===== config.mk =====
export PLATFORM = sky130hd
export DESIGN_NAME = port_phy_cable_diag_and_forced_mode_regs
export DESIGN_NICKNAME = d
export VERILOG_FILES = /design/src/common/phy_regs_pkg.sv /design/src/rtl/port_mode_slice.sv /design/src/rtl/port_phy_cable_diag_and_forced_mode_regs.sv
export SDC_FILE = /design/constraint.sdc
export NUM_CORES = 1
export LEC_CHECK = 0
export ABC_AREA = 1
export BUFFER_PORTS_ARGS = -buffer_cell sky130_fd_sc_hd__buf_2
export CAP_MARGIN = 0
export CORE_MARGIN = 2
export CORE_UTILIZATION = 45
export CTS_BUF_LIST = sky130_fd_sc_hd__clkbuf_8
export CTS_CLUSTER_DIAMETER = 50
export CTS_CLUSTER_SIZE = 24
export DETAILED_ROUTE_END_ITERATION = 7
export HOLD_SLACK_MARGIN = 0.1
export PLACE_DENSITY_LB_ADDON = 0.25
export SLEW_MARGIN = 15
export SYNTH_ARGS = -nofsm -noshare
export SYNTH_HDL_FRONTEND = slang
export SYNTH_SLANG_ARGS = --single-unit
export TNS_END_PERCENT = 30

===== constraint.sdc =====
create_clock -name clk -period 0.9 [get_ports clk]
set_input_delay 0.09 -clock clk [delete_from_list [all_inputs] [get_ports clk]]
set_output_delay 0.09 -clock clk [all_outputs]
set_load 0.1 [all_outputs]

===== src/common/phy_regs_pkg.sv =====
package phy_regs_pkg;

    // Port count of this slice
    localparam int NUM_PORTS = 4;

    // Register offsets on the management register port
    localparam logic [7:0] FAULT_MSB_OFF [NUM_PORTS] = '{8'h1a, 8'h2a, 8'h3a, 8'h4a};
    localparam logic [7:0] FAULT_LOW_OFF [NUM_PORTS] = '{8'h1b, 8'h2b, 8'h3b, 8'h4b};
    localparam logic [7:0] CTRL_OFF      [NUM_PORTS] = '{8'h1c, 8'h2c, 8'h3c, 8'h4c};
    localparam logic [7:0] RSVD_FAULT_OFF           = 8'h5b;
    localparam logic [7:0] RSVD_CTRL_OFF            = 8'h5c;

    // Control and fault MSB register field positions
    localparam int AN_DISABLE_BIT = 7;
    localparam int SPEED_100_BIT  = 6;
    localparam int FULL_DUP_BIT   = 5;
    localparam int FAULT_MSB_BIT  = 0;

    // Reset values
    localparam logic [7:0] REG_ZERO     = 8'h00;
    localparam logic [8:0] FAULT_RESET  = 9'h000;
    localparam logic [2:0] MODE_RESET   = 3'h0;

    // Fault distance scale: 0.4 m per count, held as decimetres per count
    localparam logic [10:0] FAULT_DM_PER_COUNT = 11'h004;

    // Forced mode and link-side configuration of one port
    typedef struct packed {
        logic an_enable;
        logic speed_100;
        logic full_duplex;
    } phy_mode_s;

    // Management register access request
    typedef struct packed {
        logic       wr;
        logic       rd;
        logic [7:0] addr;
        logic [7:0] wdata;
    } reg_req_s;

    // Strap capture sequence after reset release
    typedef enum logic [1:0] {
        STRAP_WAIT0 = 2'b00,
        STRAP_WAIT1 = 2'b01,
        STRAP_LOAD  = 2'b10,
        STRAP_DONE  = 2'b11
    } strap_state_e;

endpackage


===== src/rtl/port_mode_slice.sv =====
`timescale 1ns/100ps
module port_mode_slice
    import phy_regs_pkg::*;
(
    // Clock and reset
    input  wire logic                    clk,
    input  wire logic                    reset_n,
    // Strap load
    input  wire logic                    strap_load,
    input  wire logic                    strap_level,
    // Register writes
    input  wire logic                    ctrl_wr,
    input  wire logic [7:0]              ctrl_wdata,
    // Diagnostic engine result
    input  wire logic                    fault_valid,
    input  wire logic [8:0]              fault_count,
    // Register views and mode
    output logic [7:0]                   ctrl_byte,
    output logic [8:0]                   fault_count_q,
    output logic [10:0]                  fault_distance_dm,
    output phy_regs_pkg::phy_mode_s      mode
);
    import phy_regs_pkg::*;

    logic [2:0] ctrl_q;   // {an_disable, speed_100, full_duplex}

    // Control bits; a software write wins over the one-time strap load
    always_ff @(posedge clk or negedge reset_n) begin
        if (!reset_n) begin
            ctrl_q <= MODE_RESET;
        end else if (ctrl_wr) begin
            ctrl_q <= ctrl_wdata[AN_DISABLE_BIT:FULL_DUP_BIT];
        end else if (strap_load) begin
            ctrl_q[2] <= ~strap_level;
        end
    end

    // Latest fault count from the diagnostic engine
    always_ff @(posedge clk or negedge reset_n) begin
        if (!reset_n) begin
            fault_count_q <= FAULT_RESET;
        end else if (fault_valid) begin
            fault_count_q <= fault_count;
        end
    end

    // Register view and derived mode
    always_comb begin
        ctrl_byte                 = REG_ZERO;
        ctrl_byte[AN_DISABLE_BIT] = ctrl_q[2];
        ctrl_byte[SPEED_100_BIT]  = ctrl_q[1];
        ctrl_byte[FULL_DUP_BIT]   = ctrl_q[0];
        mode.an_enable   = ~ctrl_q[2];
        mode.speed_100   = ctrl_q[2] & ctrl_q[1];
        mode.full_duplex = ctrl_q[2] & ctrl_q[0];
    end

    // Distance in decimetres for the cable fault
    assign fault_distance_dm = 11'(fault_count_q) * FAULT_DM_PER_COUNT;

    chk_fault_capture_value: assert property (
        @(posedge clk) disable iff (!reset_n)
        fault_valid |=> fault_count_q == $past(fault_count))
        else $error("fault count not captured");

    chk_distance_scale_value: assert property (
        @(posedge clk) disable iff (!reset_n)
        fault_distance_dm == {fault_count_q, 2'b00})
        else $error("fault distance not four decimetres per count");

    chk_duplex_ignored_auto: assert property (
        @(posedge clk) disable iff (!reset_n)
        mode.an_enable |-> !mode.full_duplex && !mode.speed_100)
        else $error("forced bits leak while auto-negotiation runs");

endmodule


===== src/rtl/port_phy_cable_diag_and_forced_mode_regs.sv =====
`timescale 1ns/100ps
module port_phy_cable_diag_and_forced_mode_regs
    import phy_regs_pkg::*;
(
    // Clock and reset
    input  wire logic                                clk,
    input  wire logic                                reset_n,
    // Management register port
    input  wire phy_regs_pkg::reg_req_s              reg_req,
    output logic [7:0]                               reg_rdata,
    output logic                                     reg_rvalid,
    // Auto-negotiation enable straps, one per port (high leaves negotiation on)
    input  wire logic [phy_regs_pkg::NUM_PORTS-1:0]  an_strap_pin,
    // Cable diagnostic engine results
    input  wire logic [phy_regs_pkg::NUM_PORTS-1:0]  fault_valid,
    input  wire logic [8:0]                          fault_count [phy_regs_pkg::NUM_PORTS],
    // Per-port link configuration
    output phy_regs_pkg::phy_mode_s                  port_mode [phy_regs_pkg::NUM_PORTS],
    output logic [10:0]                              fault_distance_dm [phy_regs_pkg::NUM_PORTS],
    output logic                                     strap_done
);
    import phy_regs_pkg::*;

    logic [NUM_PORTS-1:0] strap_meta_q;
    logic [NUM_PORTS-1:0] strap_sync_q;
    strap_state_e         strap_state_q;
    logic [NUM_PORTS-1:0] ctrl_wr;
    logic [7:0]           ctrl_byte [NUM_PORTS];
    logic [8:0]           fault_q [NUM_PORTS];
    logic [7:0]           rdata_d;

    // Strap pins come from outside: two flops before use
    always_ff @(posedge clk or negedge reset_n) begin
        if (!reset_n) begin
            strap_meta_q <= '0;
            strap_sync_q <= '0;
        end else begin
            strap_meta_q <= an_strap_pin;
            strap_sync_q <= strap_meta_q;
        end
    end

    // Waits for the synchroniser to fill, then loads straps once
    always_ff @(posedge clk or negedge reset_n) begin
        if (!reset_n) begin
            strap_state_q <= STRAP_WAIT0;
        end else begin
            unique case (strap_state_q)
                STRAP_WAIT0: strap_state_q <= STRAP_WAIT1;
                STRAP_WAIT1: strap_state_q <= STRAP_LOAD;
                STRAP_LOAD:  strap_state_q <= STRAP_DONE;
                STRAP_DONE:  strap_state_q <= STRAP_DONE;
            endcase
        end
    end

    assign strap_done = (strap_state_q == STRAP_DONE);

    // One slice per port
    genvar p;
    generate
        for (p = 0; p < NUM_PORTS; p++) begin : g_port
            // Reserved 0x5C never matches a port offset
            assign ctrl_wr[p] = reg_req.wr && (reg_req.addr == CTRL_OFF[p]);

            port_mode_slice u_slice (
                .clk               (clk),
                .reset_n           (reset_n),
                .strap_load        (strap_state_q == STRAP_LOAD),
                .strap_level       (strap_sync_q[p]),
                .ctrl_wr           (ctrl_wr[p]),
                .ctrl_wdata        (reg_req.wdata),
                .fault_valid       (fault_valid[p]),
                .fault_count       (fault_count[p]),
                .ctrl_byte         (ctrl_byte[p]),
                .fault_count_q     (fault_q[p]),
                .fault_distance_dm (fault_distance_dm[p]),
                .mode              (port_mode[p])
            );

            chk_fault_low_read: assert property (
                @(posedge clk) disable iff (!reset_n)
                reg_req.rd && reg_req.addr == FAULT_LOW_OFF[p]
                |=> reg_rvalid && reg_rdata == $past(fault_q[p][7:0]))
                else $error("fault low byte read mismatch");

            chk_fault_msb_read: assert property (
                @(posedge clk) disable iff (!reset_n)
                reg_req.rd && reg_req.addr == FAULT_MSB_OFF[p]
                |=> reg_rdata == {7'h00, $past(fault_q[p][8])})
                else $error("fault count top bit read mismatch");

            chk_ctrl_write_read: assert property (
                @(posedge clk) disable iff (!reset_n)
                reg_req.wr && reg_req.addr == CTRL_OFF[p] ##1
                reg_req.rd && !reg_req.wr && reg_req.addr == CTRL_OFF[p]
                |=> reg_rdata == {$past(reg_req.wdata, 2) & 8'he0})
                else $error("control register write then read mismatch");

            chk_an_disable_mode: assert property (
                @(posedge clk) disable iff (!reset_n)
                port_mode[p].an_enable == !ctrl_byte[p][AN_DISABLE_BIT]
                && (port_mode[p].an_enable
                    || (port_mode[p].speed_100 == ctrl_byte[p][SPEED_100_BIT]
                        && port_mode[p].full_duplex == ctrl_byte[p][FULL_DUP_BIT])))
                else $error("forced mode does not follow control bits");

            chk_strap_inverse_load: assert property (
                @(posedge clk) disable iff (!reset_n)
                strap_state_q == STRAP_LOAD && !ctrl_wr[p]
                |=> ctrl_byte[p][AN_DISABLE_BIT] == !$past(strap_sync_q[p]))
                else $error("strap not loaded inverted");

            // Writes are taken from the first edge on, so only the first state is untouched
            chk_speed_reset_zero: assert property (
                @(posedge clk) disable iff (!reset_n)
                strap_state_q == STRAP_WAIT0 |-> !ctrl_byte[p][SPEED_100_BIT])
                else $error("speed bit not zero after reset");

            // Control bits move only on a write to this port or the strap load
            chk_ctrl_holds_idle: assert property (
                @(posedge clk) disable iff (!reset_n)
                !ctrl_wr[p] && strap_state_q != STRAP_LOAD |=> $stable(ctrl_byte[p]))
                else $error("control bits moved without a write");

            // A write sets the negotiation mode one cycle after the strobe
            chk_write_sets_mode: assert property (
                @(posedge clk) disable iff (!reset_n)
                ctrl_wr[p] |=> port_mode[p].an_enable != $past(reg_req.wdata[AN_DISABLE_BIT]))
                else $error("write did not set negotiation mode");

            // Unused control bits read zero
            chk_ctrl_low_zero: assert property (
                @(posedge clk) disable iff (!reset_n)
                ctrl_byte[p][FULL_DUP_BIT-1:0] == '0)
                else $error("unused control bits not zero");

            // The stored count changes only on a result from the engine
            chk_fault_holds_idle: assert property (
                @(posedge clk) disable iff (!reset_n)
                !fault_valid[p] |=> $stable(fault_q[p]))
                else $error("fault count moved without a result");
        end
    endgenerate

    // Read mux; unmapped and reserved offsets read zero
    always_comb begin
        rdata_d = REG_ZERO;
        for (int i = 0; i < NUM_PORTS; i++) begin
            if (reg_req.addr == FAULT_LOW_OFF[i]) begin
                rdata_d = fault_q[i][7:0];
            end
            if (reg_req.addr == FAULT_MSB_OFF[i]) begin
                rdata_d[FAULT_MSB_BIT] = fault_q[i][8];
            end
            if (reg_req.addr == CTRL_OFF[i]) begin
                rdata_d = ctrl_byte[i];
            end
        end
    end

    // Read data is registered, valid one cycle after the request
    always_ff @(posedge clk or negedge reset_n) begin
        if (!reset_n) begin
            reg_rdata <= REG_ZERO;
        end else if (reg_req.rd) begin
            reg_rdata <= rdata_d;
        end
    end

    // Read answer strobe
    always_ff @(posedge clk or negedge reset_n) begin
        if (!reset_n) begin
            reg_rvalid <= 1'b0;
        end else begin
            reg_rvalid <= reg_req.rd;
        end
    end

    chk_read_answer_timing: assert property (
        @(posedge clk) disable iff (!reset_n)
        reg_req.rd |=> reg_rvalid ##1 (reg_rvalid == $past(reg_req.rd)))
        else $error("read answer not one cycle after request");

    chk_reserved_reads_zero: assert property (
        @(posedge clk) disable iff (!reset_n)
        reg_req.rd && (reg_req.addr == RSVD_FAULT_OFF || reg_req.addr == RSVD_CTRL_OFF)
        |=> reg_rdata == REG_ZERO)
        else $error("reserved offset reads nonzero");

    chk_strap_sequence_len: assert property (
        @(posedge clk) disable iff (!reset_n)
        strap_state_q == STRAP_WAIT0 |=> strap_state_q == STRAP_WAIT1
        ##1 strap_state_q == STRAP_LOAD ##1 strap_done)
        else $error("strap load sequence out of order");

    // Read data stands until the next read
    chk_rdata_holds_idle: assert property (
        @(posedge clk) disable iff (!reset_n)
        !reg_req.rd |=> $stable(reg_rdata))
        else $error("read data changed without a read");

    // The answer strobe stands only in the cycle after a read request
    chk_rvalid_one_cycle: assert property (
        @(posedge clk) disable iff (!reset_n)
        !reg_req.rd |=> !reg_rvalid)
        else $error("read answer strobe without a read");

    // Strap capture happens once and stays done
    chk_strap_done_holds: assert property (
        @(posedge clk) disable iff (!reset_n)
        strap_done |=> strap_done)
        else $error("strap done dropped");

endmodule

# Yosys cells after proc, flatten, opt, wreduce, memory -nomap -nowiden
# Cells that the tools add are included.
# classes
muxes	21
n_eq_ne	15
bitwise	16
reduce_logical	10
# ops
operator	n
$mux 8	8
$eq 8x6->1 const B	6
$eq 8x5->1 const B	3
$eq 8x7->1 const B	3
$mux 1	12
$and 1x1->1	8
$not 1->1	8
$reduce_bool 2->1	4
$pmux 2 s3	1
$eq 2x2->1 const B	2
$logic_and 1x1->1	4
$eq 2x1->1 const B	1
$logic_not 2->1	1
$reduce_or 2->1	1
# word_totals
in_bits	64
register_bits	67

# Depth between registers and ports, before layout
# logic_depth
depth_word	13
ltp_mapped	9

# Modules after synthesis
# Synthesis repeated with hierarchy kept, for this count alone.
# hier_totals
hier_cells	488
hier_area_um2	3777.4
# modules_own_cells
mod	instances	area_each_um2	cells_per_inst	seq_area_each_um2
port_mode_slice	4	631.9	76	300.3
port_phy_cable_diag_and_forced_mode_regs	1	1249.9	184	475.5

# Worst setup path after synthesis
# Ideal clock, no wire load.
# synth_timing
path_type	register to register
from	reg g_port[1].u_slice.ctrl_q[2]
to	reg reg_rdata[7]
stages_incl_launch_ff	7
setup_slack_ps	-630
arrival_time_ps	1409
path_buffers	0
setup_ps	121
t_required_ps	779
path_cell_list	dfrtp_1 inv_1 nor2_1 nor2_1 nand4_1 nor2_1 nor2_1
# synth_between
elab_chain_len	5
# synth_rtl
element	line_no	text
from (decl)	port_mode_slice.sv:25	logic [2:0] ctrl_q;
from (signal assigned)	port_mode_slice.sv:32	ctrl_q <= ctrl_wdata[AN_DISABLE_BIT:FULL_DUP_BIT];
from (signal assigned)	port_mode_slice.sv:34	ctrl_q[2] <= ~strap_level;
$mux 8	port_phy_cable_diag_and_forced_mode_regs.sv:156	if (reg_req.addr == CTRL_OFF[i]) begin
$mux 8	port_phy_cable_diag_and_forced_mode_regs.sv:150	if (reg_req.addr == FAULT_LOW_OFF[i]) begin
$mux 8	port_phy_cable_diag_and_forced_mode_regs.sv:156	
$mux 8	port_phy_cable_diag_and_forced_mode_regs.sv:150	
$mux 8	port_phy_cable_diag_and_forced_mode_regs.sv:156	
to (signal assigned)	port_phy_cable_diag_and_forced_mode_regs.sv:167	reg_rdata <= rdata_d;
to (decl)	port_phy_cable_diag_and_forced_mode_regs.sv:10	output logic [7:0] reg_rdata,
# No other way between the ends.
# A chain may end at the register's enable or synchronous reset.

# Worst setup path in the final report
# layout_timing
from	reg g_port[3].u_slice.fault_count_q[0]
to	reg reg_rdata[0]
# layout_between
elab_chain_len	3
# layout_rtl
element	line_no	text
from (decl)	port_mode_slice.sv:19	output logic [8:0] fault_count_q,
from (signal assigned)	port_mode_slice.sv:43	fault_count_q <= fault_count;
$mux 8	port_phy_cable_diag_and_forced_mode_regs.sv:150	
$mux 1	port_phy_cable_diag_and_forced_mode_regs.sv:153	if (reg_req.addr == FAULT_MSB_OFF[i]) begin
$mux 8	port_phy_cable_diag_and_forced_mode_regs.sv:156	
# No other way between the ends.

==> summary.txt <==
Logic synthesis
  – #FFs+latches synth: 67
  – Synth Area in Compound Gates: 6.78%
  – Yosys warnings: 0
  – Synth Area in XOR/XNOR: 0%
  – Syn Inst Count: 336
  – Syn Std Cell Area: 3080 sq um
  – Sequential area share after synthesis: 54.4%
  – Adder-cell share of the synthesized area: 0%
  – Post-synthesis cell type count: 24
  – Synth Area per Inst: 9.17 sq um
  – Post-synthesis mux area share: 8.77%
  – Combinational family with the most area after synthesis: simple AND/OR/NAND/NOR gates
  – Synth Area in Simple Gates: 21.7%

Floorplanning
  – Height of the die: 86.7 um
  – Die width: 86.7 um
  – Initial Utilization: 45.8%
  – Core area: 6720 sq um
  – Io pins: 130
  – DIE AREA: 7520 sq um
  – Core Rows: 30

Clock tree
  – Clk_lat worst skew: 0.38 ns
  – Root buf cell: clkbuf_8
  – CTS buffer count: 9
  – Clk buf depth: 2
  – Clock sinks: 67
  – Reg clk slew, reported paths: 0.09 ns
  – H-Tree Depth: 3
  – Clock tree from TritonCTS: built

Layout
  – Register area: 1820 sq um
  – Post-layout util: 94.3%
  – Fill cells: 180
  – Nets: 636
  – Ant. Diodes: 0
  – Share of cells above drive strength 1: 59.1%
  – Commonest non-fill, non-tap cell in the layout: nand2_1
  – Area delta synth->final: 106%
  – Multi-input gate area: 1410 sq um
  – Most frequent cells in the layout: nand2_1, buf_12, buf_2

GRT
  – Total congestion overflow: 0
  – Largest net degree at the start of global routing: 68
  – Initial antenna violation count: 0
  – First-pass GRT wire length: 21.5 mm
  – Vias in the first global route: 4043
  – GRT Total Usage: 39.2%

Status
  – Outcome: finished, violations left
  – Failing checks: design-rule violations, negative setup slack

Critical path
  – CP Capture Type: flop
  – RR Startpoint: g_port[3].u_slice.fault_count_q[0]$_DFFE_PN0P_
  – Worst Path Arrival: 1.72 ns
  – Required time of the critical path: 1.17 ns
  – Worst-path maximum fanout: 2
  – CP Class: flop to flop
  – Critical Path Source: g_port[3].u_slice.fault_count_q[0]$_DFFE_PN0P_
  – CP startpoint kind: flop

Drt
  – DR iter-0 viols: 600
  – Post-Route WL: 17.8 mm
  – DRC: 11
  – DR vias: 4103
  – 1st-pass router iterations: 8
  – Detail Route Antenna Nets: 0
  – Via density per instance: 6.25
  – DR WL/cell: 27.2 um

STA
  – Final Hold Vio Count: 0
  – Hold Slack: 0.0742 ns
  – Layout Skew: 0.0179 ns
  – Final WS setup: -0.552 ns
  – Count of final setup violators: 101
  – Post-layout min period: 1.45 ns
  – RSZ-0062 raised after global routing: true
  – Slew Viols, Final: 0
  – Max Fclk: 0.689 GHz
  – Tcrit/Tclk final: 161%

Pwr
  – VDD IR max: 1.42 mV
  – Static leakage: 3.04 nW
  – PD cells: 1690 nW/um^2
  – Overall power consumption: 0.0107 W

Placement
  – Routability Congestion: 0.833
  – Number of I/O port buffers: 116
  – HPWL after DPL: 6.73 mm

Worst hold path
  – Worst hold start: reg_req[16]
  – Worst Hold Class: input pin to flop

Run
  – Max Cap Viol: 0
==> registers in the layout, indices dropped and copies added (netlist names) <==
register	count
strap_state_q	2
strap_sync_q	4
g_port.u_slice.ctrl_q	12
reg_rvalid	1
g_port.u_slice.fault_count_q	36
reg_rdata	8
strap_meta_q	4
==> layout make-up <==
| type | instances | area share (%) |
|---|---|---|
| Timing Repair Buffer | 231 | 41.2 |
| Sequential cell | 67 | 28.7 |
| Multi-Input combinational cell | 217 | 22.2 |
| Inverter | 46 | 3.12 |
| Clock buffer | 14 | 3.04 |
| Tap cell | 80 | 1.58 |
| Clock inverter | 2 | 0.138 |
==> cells by family (layout without fill, tap and decap cells) <==
| group | after synthesis | in the layout |
|---|---|---|
| and+or+nand+nor | 145 | 145 |
| DFF | 67 | 67 |
| buffers and inverters | 59 | 293 |
| AOI/OAI and AO/OA | 40 | 40 |
| muxes | 24 | 24 |
| other | 1 | 8 |
==> worst paths after layout <==
path                                                             endpoint  slack (ns)  depth (start not counted)
setup / recovery                                 reg_rdata[0]$_DFFE_PN0P_       -0.55                          7
hold / removal                                   reg_rdata[2]$_DFFE_PN0P_        0.07                          3
setup reg to reg                                 reg_rdata[0]$_DFFE_PN0P_       -0.55                          7
hold reg to reg                                 strap_sync_q[1]$_DFF_PN0_        0.35                          0
max in group asynchronous  g_port[0].u_slice.fault_count_q[5]$_DFFE_PN0P_        0.24                          3
min in group asynchronous  g_port[2].u_slice.fault_count_q[3]$_DFFE_PN0P_        0.31                          3
==> per-layer routing <==
metal | global-route usage, % | vias to the layer above | part of all wire [%]
li1 | - | 1531 | -
met1 | 39.7 | 1932 | 30
met2 | 66.3 | 459 | 48
met3 | 11.6 | 181 | 12
met4 | 32.0 | 0 | 10
met5 | 0 | - | 0
==> repair_timing <==
action / in CTS / in global routing
endpoints found under the hold margin: 120 / 0
endpoints found under the setup margin: 80 / 106
setup buffers: 15 / 9
hold buffers: 48 / 0
resized for setup: 68 / 52
cloned: 0 / 0
pin swaps: 10 / 15
==> synth_stat cells <==
cell,instances,area (sq um)
nor3_4,1,16.3
nand3_1,13,65.1
a21oi_1,10,50.1
o21ai_0,24,120
nor2_1,21,78.8
nand4_1,4,25.0
nand2_2,7,43.8
inv_1,43,161
dfrtp_1,67,1680
nand2_1,85,319
nand3b_1,1,7.51
conb_1,1,3.75
o22ai_1,4,25.0
inv_2,3,11.3
nand4_2,1,12.5
mux2_2,24,270
nor2_4,5,56.3
nor3_1,2,10.0
clkbuf_1,5,18.8
buf_4,8,60.1
o21a_1,1,7.51
nand3_2,1,10.0
nor2_2,4,25.0
a31oi_1,1,6.26
==> report_power, final <==
group          switching (W)  leakage, nW  internal [W]
Clock                0.00129        0.110       0.00137
Sequential          0.000318        0.756       0.00334
Combinational        0.00271         2.17       0.00168
Total                0.00432         3.04       0.00639
==> worst max-delay path: stages, from the launching register on <==
cell and delay, ns:
dfrtp_4 0.50, buf_6 0.13, nand2_1 0.06, nand2_1 0.07, inv_1 0.19, nand4_1 0.20
nand2_1 0.12, nand2_1 0.08
==> through the flow <==
stage / cell area, sq um / worst slack (ns) / setup TNS [ns] / std cells
floorplan: 3270 / -0.433 / -8.01 / 343
global placement: 5080 / -0.285 / -5.26 / 569
detailed placement: 5080 / -0.364 / -6.47 / 569
CTS: 6080 / -0.381 / -18.42 / 648
global route: 6340 / -0.542 / -25.48 / 657
finish: 6340 / -0.552 / -24.47 / 657
No activity file was read; power rests on OpenSTA's default activity.
